## src/include/pes_defines.vh

```
// constants for the power enable state controller
`ifndef PES_DEFINES_VH
`define PES_DEFINES_VH
// register offset and field positions
`define PES_REG_INPUT_MONITOR_CONFIG 8'h0f
`define PES_THR_LSB 0
`define PES_THR_MSB 2
`define PES_INPUT_MONITOR_CONFIG_RST 8'h00
// own control register at an offset of our choosing
`define PES_REG_SLEEP_CTRL 8'h10
`define PES_SLP_ALLOW_BIT 0
`define PES_SLP_REQ_BIT 1
`define PES_DEEP_EN_BIT 2
`define PES_REG_STATE 8'h11
// restart attempts before giving up
`define PES_MAX_RESTARTS 4'h7
// sleep setting encodings per output
`define PES_SET_PRIMARY 2'h0
`define PES_SET_ALTERNATE 2'h1
`define PES_SET_OFF 2'h2
// threshold decode in tenths of a volt
`define PES_THR_000 7'h1e
`define PES_THR_STEP 7'h02
`define PES_THR_110 7'h50
`define PES_THR_111 7'h5a
`endif

```

## src/core/pes_enable_fsm.v

```verilog
// top power state controller with enable modes and sleep entry

`timescale 1ns/1ns
`default_nettype none
`include "pes_defines.vh"
module pes_enable_fsm #(
    parameter NUM_OUT = 6,
    parameter [0:0] PIN_MODE = 1'b1,
    parameter [0:0] HOLD_INPUT_EN = 1'b0,
    parameter [0:0] SLEEP_COMBINE = 1'b0,
    parameter [0:0] SLEEP_REQ_DEFAULT = 1'b0,
    parameter [0:0] SLEEP_ALLOW_DEFAULT = 1'b0,
    parameter [0:0] DEEP_EN_DEFAULT = 1'b0,
    parameter [2:0] THR_DEFAULT = 3'h0,
    parameter [2*NUM_OUT-1:0] SLEEP_SET_DEFAULT = {NUM_OUT{`PES_SET_OFF}},
    parameter [NUM_OUT-1:0] DEEP_ALT_DEFAULT = {NUM_OUT{1'b0}}
) (
    // clock and reset
    input wire ref_clk,
    input wire rst_n,
    // pins from the processor
    input wire power_enable_pin,
    input wire control_input_one,
    input wire control_input_two,
    input wire hold_input,
    // supply monitor comparator results
    input wire supply_above_threshold,
    input wire supply_low_limit,
    input wire supply_high_limit,
    // regulator feedback
    input wire output_fault,
    input wire regs_started,
    // register port
    input wire reg_wr,
    input wire [7:0] reg_addr,
    input wire [7:0] reg_wdata,
    output reg [7:0] reg_rdata,
    // state and output controls
    output reg [NUM_OUT-1:0] out_enable,
    output reg [NUM_OUT-1:0] out_use_alt,
    output reg reset_out_n,
    output wire [6:0] threshold_tenths,
    output wire [5:0] state_onehot
);

    // one-hot state codes, also what the state readback shows
    localparam [5:0] ST_RESET = 6'h01;
    localparam [5:0] ST_SEQ = 6'h02;
    localparam [5:0] ST_ON = 6'h04;
    localparam [5:0] ST_SLEEP = 6'h08;
    localparam [5:0] ST_DEEP = 6'h10;
    localparam [5:0] ST_OFF = 6'h20;

    // synchronised copies of the asynchronous inputs
    wire en_s;
    wire c1_s;
    wire c2_s;
    wire hold_s;
    wire thr_s;
    wire uv_s;
    wire ov_s;
    // state, configuration and edge history
    reg [5:0] state_q;
    reg [5:0] state_d;
    reg [7:0] mon_cfg_q;
    reg slp_allow_q;
    reg slp_req_q;
    reg slp_req_prev_q;
    reg slp_req_edge_q;
    reg deep_en_q;
    reg en_prev_q;
    reg [3:0] restart_q;
    reg fault_prev_q;
    // decoded conditions
    wire supply_ok;
    wire sleep_cond;
    wire deep_cond;
    wire keep_on;
    wire en_fall;

    // pins are asynchronous, two flops before any decision
    pes_sync u_sync_en (.ref_clk(ref_clk), .rst_n(rst_n), .async_in(power_enable_pin),
        .sync_out(en_s));
    pes_sync u_sync_c1 (.ref_clk(ref_clk), .rst_n(rst_n), .async_in(control_input_one),
        .sync_out(c1_s));
    pes_sync u_sync_c2 (.ref_clk(ref_clk), .rst_n(rst_n), .async_in(control_input_two),
        .sync_out(c2_s));
    pes_sync u_sync_hold (.ref_clk(ref_clk), .rst_n(rst_n), .async_in(hold_input),
        .sync_out(hold_s));
    pes_sync u_sync_thr (.ref_clk(ref_clk), .rst_n(rst_n),
        .async_in(supply_above_threshold), .sync_out(thr_s));
    // limit flops reset to out of range, so leaving reset never looks like a good supply
    pes_sync #(.RST_VAL(1'b1)) u_sync_uv (.ref_clk(ref_clk), .rst_n(rst_n),
        .async_in(supply_low_limit), .sync_out(uv_s));
    pes_sync #(.RST_VAL(1'b1)) u_sync_ov (.ref_clk(ref_clk), .rst_n(rst_n),
        .async_in(supply_high_limit), .sync_out(ov_s));
    // threshold decode for the analog monitor
    pes_thr_decode u_thr (.code(mon_cfg_q[`PES_THR_MSB:`PES_THR_LSB]),
        .tenths(threshold_tenths));
    // valid window: above low limit, below high limit
    assign supply_ok = !uv_s && !ov_s;
    // extra input keeps power on when the factory option allows it
    assign keep_on = en_s || (HOLD_INPUT_EN && hold_s);
    assign en_fall = en_prev_q && !keep_on;
    // sleep entry function, combine bit is a parameter so software cannot alter it
    assign sleep_cond = slp_allow_q && (SLEEP_COMBINE ?
        (slp_req_edge_q || (SLEEP_REQ_DEFAULT && (c1_s || c2_s))) :
        ((c1_s && c2_s) && (SLEEP_REQ_DEFAULT || slp_req_edge_q)));
    // deep state only in pin mode here, while enable is low
    assign deep_cond = PIN_MODE && !keep_on && deep_en_q;

    // writes are dropped while in reset, so no setting survives a pass through reset
    // registers; every reset entry restores defaults
    always @(posedge ref_clk) begin
        if (!rst_n || state_q == ST_RESET) begin
            mon_cfg_q <= {5'h00, THR_DEFAULT};
            slp_allow_q <= SLEEP_ALLOW_DEFAULT;
            slp_req_q <= SLEEP_REQ_DEFAULT;
            slp_req_prev_q <= SLEEP_REQ_DEFAULT;
            slp_req_edge_q <= 1'b0;
            deep_en_q <= DEEP_EN_DEFAULT;
        end else begin
            slp_req_prev_q <= slp_req_q;
            // rising edge latched until sleep is taken or the request bit clears; set wins
            if (slp_req_q && !slp_req_prev_q)
                slp_req_edge_q <= 1'b1;
            else if (state_q == ST_SLEEP || !slp_req_q)
                slp_req_edge_q <= 1'b0;
            if (reg_wr && reg_addr == `PES_REG_INPUT_MONITOR_CONFIG)
                mon_cfg_q <= reg_wdata;
            if (reg_wr && reg_addr == `PES_REG_SLEEP_CTRL) begin
                slp_allow_q <= reg_wdata[`PES_SLP_ALLOW_BIT];
                slp_req_q <= reg_wdata[`PES_SLP_REQ_BIT];
                deep_en_q <= reg_wdata[`PES_DEEP_EN_BIT];
            end
        end
    end

    // read back; enable mode visible but has no write path
    always @* begin
        case (reg_addr)
            `PES_REG_INPUT_MONITOR_CONFIG: reg_rdata = mon_cfg_q;
            `PES_REG_SLEEP_CTRL: reg_rdata = {4'h0, PIN_MODE, deep_en_q, slp_req_q,
                slp_allow_q};
            `PES_REG_STATE: reg_rdata = {2'h0, state_q};
            default: reg_rdata = 8'h00;
        endcase
    end

    // a completed start clears the count; only failed attempts add up
    // restart attempt counter on output faults
    always @(posedge ref_clk) begin
        if (!rst_n || state_q == ST_RESET) begin
            restart_q <= 4'h0;
            fault_prev_q <= 1'b0;
            en_prev_q <= 1'b0;
        end else begin
            fault_prev_q <= output_fault;
            en_prev_q <= keep_on;
            if (state_q == ST_ON && regs_started && !output_fault)
                restart_q <= 4'h0;
            else if (output_fault && !fault_prev_q && restart_q != `PES_MAX_RESTARTS)
                restart_q <= restart_q + 4'h1;
        end
    end

    // main state transitions
    always @* begin
        state_d = state_q;
        case (state_q)
            ST_RESET: begin
                // leave as soon as the supply sits in its window
                if (supply_ok)
                    state_d = ST_SEQ;
            end
            ST_SEQ: begin
                if (PIN_MODE && !keep_on && !deep_en_q)
                    state_d = ST_OFF;
                else if (!PIN_MODE && !thr_s)
                    state_d = ST_OFF;
                else if (sleep_cond)
                    state_d = ST_SLEEP;
                else if (deep_cond)
                    state_d = ST_DEEP;
                else if (regs_started)
                    state_d = ST_ON;
            end
            ST_ON: begin
                // a fault drops back to a fresh start attempt
                if (output_fault)
                    state_d = ST_SEQ;
                else if (!PIN_MODE && !thr_s)
                    state_d = ST_OFF;
                else if (sleep_cond)
                    state_d = ST_SLEEP;
                else if (PIN_MODE && en_fall && deep_en_q)
                    state_d = ST_DEEP;
                else if (PIN_MODE && !keep_on)
                    state_d = ST_OFF;
            end
            ST_SLEEP: begin
                // stay while the and-mode inputs still ask for sleep
                if (!sleep_cond && !(slp_allow_q && !SLEEP_COMBINE && c1_s && c2_s))
                    state_d = ST_SEQ;
            end
            ST_DEEP: begin
                // enable high, or software clearing deep enable, wakes
                if (keep_on || !deep_en_q)
                    state_d = ST_SEQ;
            end
            ST_OFF: begin
                // waits for enable, or for the supply to clear threshold
                if ((PIN_MODE && keep_on) || (!PIN_MODE && thr_s))
                    state_d = ST_SEQ;
            end
            default: state_d = ST_RESET;
        endcase
        // supply limits and exhausted restarts override all
        if (!supply_ok || restart_q == `PES_MAX_RESTARTS)
            state_d = ST_RESET;
    end

    // state register
    always @(posedge ref_clk) begin
        if (!rst_n)
            state_q <= ST_RESET;
        else
            state_q <= state_d;
    end
    assign state_onehot = state_q;

    // per-output drive from state; sleep settings apply at once
    genvar gi;
    generate
        for (gi = 0; gi < NUM_OUT; gi = gi + 1) begin : g_out
            wire [1:0] sset = SLEEP_SET_DEFAULT[2*gi+1:2*gi];
            // deep uses alternate only if sleep does not
            wire deep_alt = DEEP_ALT_DEFAULT[gi] && (sset != `PES_SET_ALTERNATE);
            always @(posedge ref_clk) begin
                if (!rst_n) begin
                    out_enable[gi] <= 1'b0;
                    out_use_alt[gi] <= 1'b0;
                end else begin
                    case (state_d)
                        ST_SEQ, ST_ON: begin
                            // delay of off outputs lives in sequencer
                            out_enable[gi] <= 1'b1;
                            out_use_alt[gi] <= 1'b0;
                        end
                        ST_SLEEP: begin
                            out_enable[gi] <= (sset != `PES_SET_OFF);
                            out_use_alt[gi] <= (sset == `PES_SET_ALTERNATE);
                        end
                        ST_DEEP: begin
                            out_enable[gi] <= 1'b1;
                            out_use_alt[gi] <= deep_alt;
                        end
                        default: begin
                            out_enable[gi] <= 1'b0;
                            out_use_alt[gi] <= 1'b0;
                        end
                    endcase
                end
            end
        end
    endgenerate

    // reset output held low in reset and while off
    always @(posedge ref_clk) begin
        if (!rst_n)
            reset_out_n <= 1'b0;
        else
            reset_out_n <= (state_d == ST_ON) || (state_d == ST_SLEEP)
                || (state_d == ST_DEEP);
    end
endmodule // pes_enable_fsm
`default_nettype wire

```

## src/core/pes_sync.v

```verilog
// two flip-flop synchroniser for one bit
`timescale 1ns/1ns
`default_nettype none
module pes_sync #(
    parameter [0:0] RST_VAL = 1'b0
) (
    // clock and reset
    input wire ref_clk,
    input wire rst_n,
    // bit in and out
    input wire async_in,
    output wire sync_out
);
    reg meta_q;
    reg sync_q;
    // first stage feeds only the second
    always @(posedge ref_clk) begin
        if (!rst_n) begin
            meta_q <= RST_VAL; // safe level of the caller, no false edge on release
            sync_q <= RST_VAL;
        end else begin
            meta_q <= async_in;
            sync_q <= meta_q;
        end
    end
    assign sync_out = sync_q;
endmodule // pes_sync
`default_nettype wire

```

## src/core/pes_thr_decode.v

```verilog
// threshold code to tenths of a volt
`timescale 1ns/1ns
`default_nettype none
`include "pes_defines.vh"
module pes_thr_decode (
    // code in
    input wire [2:0] code,
    // threshold out, tenths of a volt
    output reg [6:0] tenths
);
    // linear for low codes, two fixed high points
    always @* begin
        case (code)
            3'h6: tenths = `PES_THR_110;
            3'h7: tenths = `PES_THR_111;
            default: tenths = `PES_THR_000 + {code[2:0], 1'b0};
        endcase
    end
endmodule // pes_thr_decode
`default_nettype wire

```

## config.mk

```make
export PLATFORM = sky130hd
export DESIGN_NAME = pes_enable_fsm
export DESIGN_NICKNAME = d
export VERILOG_FILES = /design/src/core/pes_enable_fsm.v /design/src/core/pes_sync.v /design/src/core/pes_thr_decode.v
export VERILOG_INCLUDE_DIRS = /design/src /design/src/include
export SDC_FILE = /design/constraint.sdc
export NUM_CORES = 1
export LEC_CHECK = 0
export ABC_CLOCK_PERIOD_IN_PS = 2300
export BUFFER_PORTS_ARGS = -buffer_cell sky130_fd_sc_hd__buf_2
export CORE_UTILIZATION = 54
export CTS_CLUSTER_SIZE = 24
export DETAILED_ROUTE_END_ITERATION = 6
export GPL_TIMING_DRIVEN = 0
export PLACE_DENSITY = 0.84
export SYNTH_ARGS = -nofsm -noshare
export SYNTH_HDL_FRONTEND = slang
export SYNTH_SLANG_ARGS = --single-unit
export TNS_END_PERCENT = 5
```

## constraint.sdc

```tcl
create_clock -name ref_clk -period 2.3 [get_ports ref_clk]
set_input_delay 0.345 -clock ref_clk [delete_from_list [all_inputs] [get_ports ref_clk]]
set_output_delay 0.345 -clock ref_clk [all_outputs]
set_load 0.005 [all_outputs]
```

==> impl_results.md <==
* Power density cells at 463 nW/um^2
* Top Usage Layer GRT: met2
* Ys async rst share at 0
* Commonest non-fill, non-tap cell in the layout: buf_2
* GR Layer Usage met1 at 0.297
* Fill cells at 324
* Multi-input combinational cell area at ~1000 sq um
* Critical path capture point type: output port
* DR vias at 1,802
* Final WL at 4.12 mm
* Site Rows at 21
* First-pass GRT wire length at 6.56 mm
* Max Slew Vio Count at 0
* Floorplan core area at 3360 sq um
* WS Path Type: input port to output port
* Slew margin rel. at 0.644
* Endpoints failing setup at 0
* Top Ports at 62
* Proportion of layout cells with a drive suffix above 1 at 0.293
* RSZ-0062 raised after global routing: false
* Max cap viols at 0
* Min-delay src: supply_low_limit
* CTS Buf Count at 5
* Largest Register: mon_cfg_q
* Top cell type's share of synthesized area at 0.387
* Die area at 3790 sq um
* Area growth syn-to-layout at 20.4%
* Worst Path Max Fanout at 10
* Reg2reg setup slack at approximately 580 ps
* Synthesized area at ~1900 sq um
* Distinct cell type count after synthesis at 49
* Startpoint types: input port
* VDD IR max at 0.456 mV
* Hold path depth at 2
* Status: completed
* H-tree Lvls at 2
* Worst flop-to-flop path endpoint: out_enable[5]
* Initial Util at 0.569
* #FFs+latches synth at 37
* Setup TNS at 0 ps
* Post-route ant nets at 0
* Crit path time final at 2050 ps
* Die width at 61.5 um
* Global Route met3 Usage at 0.0609
* Syn. warnings at 0
* Largest area contributor in the netlist: dfxtp_1
* FMAX at 0.487 GHz
* End point of the worst hold path: u_sync_uv.meta_q
* Ys flop type: dfxtp_1
* Final Skew at 13.0 ps
* Seq/Total Area, Yosys at 0.387
* Final instance area at 2300 sq um
* Reg2Reg Depth at 6
* Met2 GRT Util at 0.407
* DRC viols at 0
* Root Buffer: clkbuf_4
* Arr. time, crit path at 1710 ps
* Clk sinks at 37
* Post-synth EDFFs at 0
* Hold WC Path Type: input port to flop
* Total grt overflow at 0
* Clk Latency, worst-skew pair at 360 ps
* PortBufs at 50
* DRT iter0 DRCs at 75
* Worst path required time at 1960 ps
* # diodes at 0
* PostCTS Resize Cnt at 0
* Final hold violation count at 0
* Placed wire-length estimate at 3.08 mm
* TritonRoute pass-1 iters at 4
* Vias in the first global route at 1,515
* Fin nets at 326
* Reg clk slew, reported paths at 110 ps
* Worst r2r src: state_onehot[3]
* LEAKAGE at slightly below 0.001 uW
* Worst hold slack at 167 ps
* Total track usage at 0.240
* Worst Max-Slew Pin Slew at 529 ps
* CTS tree: built
* Most frequent cells in the layout: 54 x buf_2, 37 x dfxtp_1, 28 x nand2_1, 20 x a21oi_1, 16 x nor2_1
* Die Ht at 61.5 um
* Setup Fix Bufs, Post-CTS at 0
* Vias per cell at 5.30
* Area after DPL at 2240 sq um
* Largest net degree at the start of global routing at 14
* WL/cell at 12.1 um
* Hold-fix buffers, CTS at 0
* Mapped Cells at 230
* Syn avg cell area at roughly 8.3 sq um
* Largest cells by area after synthesis: dfxtp_1 39%, nand2_1 5.5%, a21oi_1 5.2%
* Max reg flops at 8
* Sequential cell area at 741 sq um
* GPL Wtd Cong at 0.914
* Clk buf depth at 2
* Final period util at 0.892
* Antenna violations before repair at 0
## power breakdown
| group | internal [uW] | total, uW | switching, uW |
|---|---|---|---|
| Combinational | 34.6 | 67.2 | 32.7 |
| Sequential | 649 | 651 | 2.62 |
| Clock | 118 | 348 | 230 |
## area by class of cell
| cell class | instances | share of cell area |
|---|---|---|
| buffer | 21 | 0.0608 |
| clock buffer | 5 | 0.0163 |
| clock inverter | 3 | 0.00977 |
| inverter | 6 | 0.00977 |
| multi-input combinational | 172 | 0.448 |
| sequential | 37 | 0.321 |
| tap | 46 | 0.0250 |
| timing repair buffer | 50 | 0.109 |
## Yosys cell counts (2+ instances only)
cell and count:
nor3_1 5, a211oi_1 3, a21oi_1 20, nand4_1 4, nor2_1 16, nand2_1 28, mux2i_1 6, clkbuf_1 3
and2_1 11, o21ai_1 4, nand2b_1 7, a31oi_1 2, inv_1 6, nor2_4 2, nand3b_1 3, nor2b_1 4
buf_4 13, buf_2 4, o21ai_0 5, dfxtp_1 37, nand3_1 12, and3_1 3, a32o_1 2, ha_1 5
## kinds of logic after synthesis
kind of cell    synth area share
compound gates             0.137
xor+xnor                 0.00458
fa+ha+maj                 0.0386
buf+inv                   0.0850
flops                      0.387
mux                       0.0314
other cells              0.00196
simple gates               0.315
## worst max-delay path by stage
stage | startpoint | end | slack, ps | depth (start not counted)
finish | reg_addr[5] | reg_rdata[3] | 250 | 7
global route | reg_addr[5] | reg_rdata[3] | 150 | 7
CTS | reg_addr[5] | reg_rdata[3] | 270 | 7
detailed placement | reg_addr[5] | reg_rdata[3] | 270 | 7
global placement | reg_addr[5] | reg_rdata[1] | 270 | 5
floorplan | reg_addr[5] | reg_rdata[0] | 510 | 3
## worst max-delay path, cell delays in order
cell     delay, ps
buf_2          100
or3_4          400
nor3_4         300
buf_2          270
nand2_1         90
o21ai_1         70
buf_2          130
## per-layer routing
metal	part of all wire	vias to the layer above
met3	0.064	7
met4	0.017	0
met2	0.48	79
li1	-	912
met5	0	-
met1	0.44	804
## per-stage QoR
stage / total power [uW] / instances / worst slack (ps) / util
floorplan: 702 / 236 / 506 / -
global placement: 730 / 332 / 267 / 0.667
detailed placement: 732 / 332 / 270 / 0.667
CTS: 1070 / 340 / 268 / 0.685
global route: 1110 / 340 / 148 / 0.685
finish: 1070 / 340 / 248 / 0.685
Power figures use the tool's default switching activity.
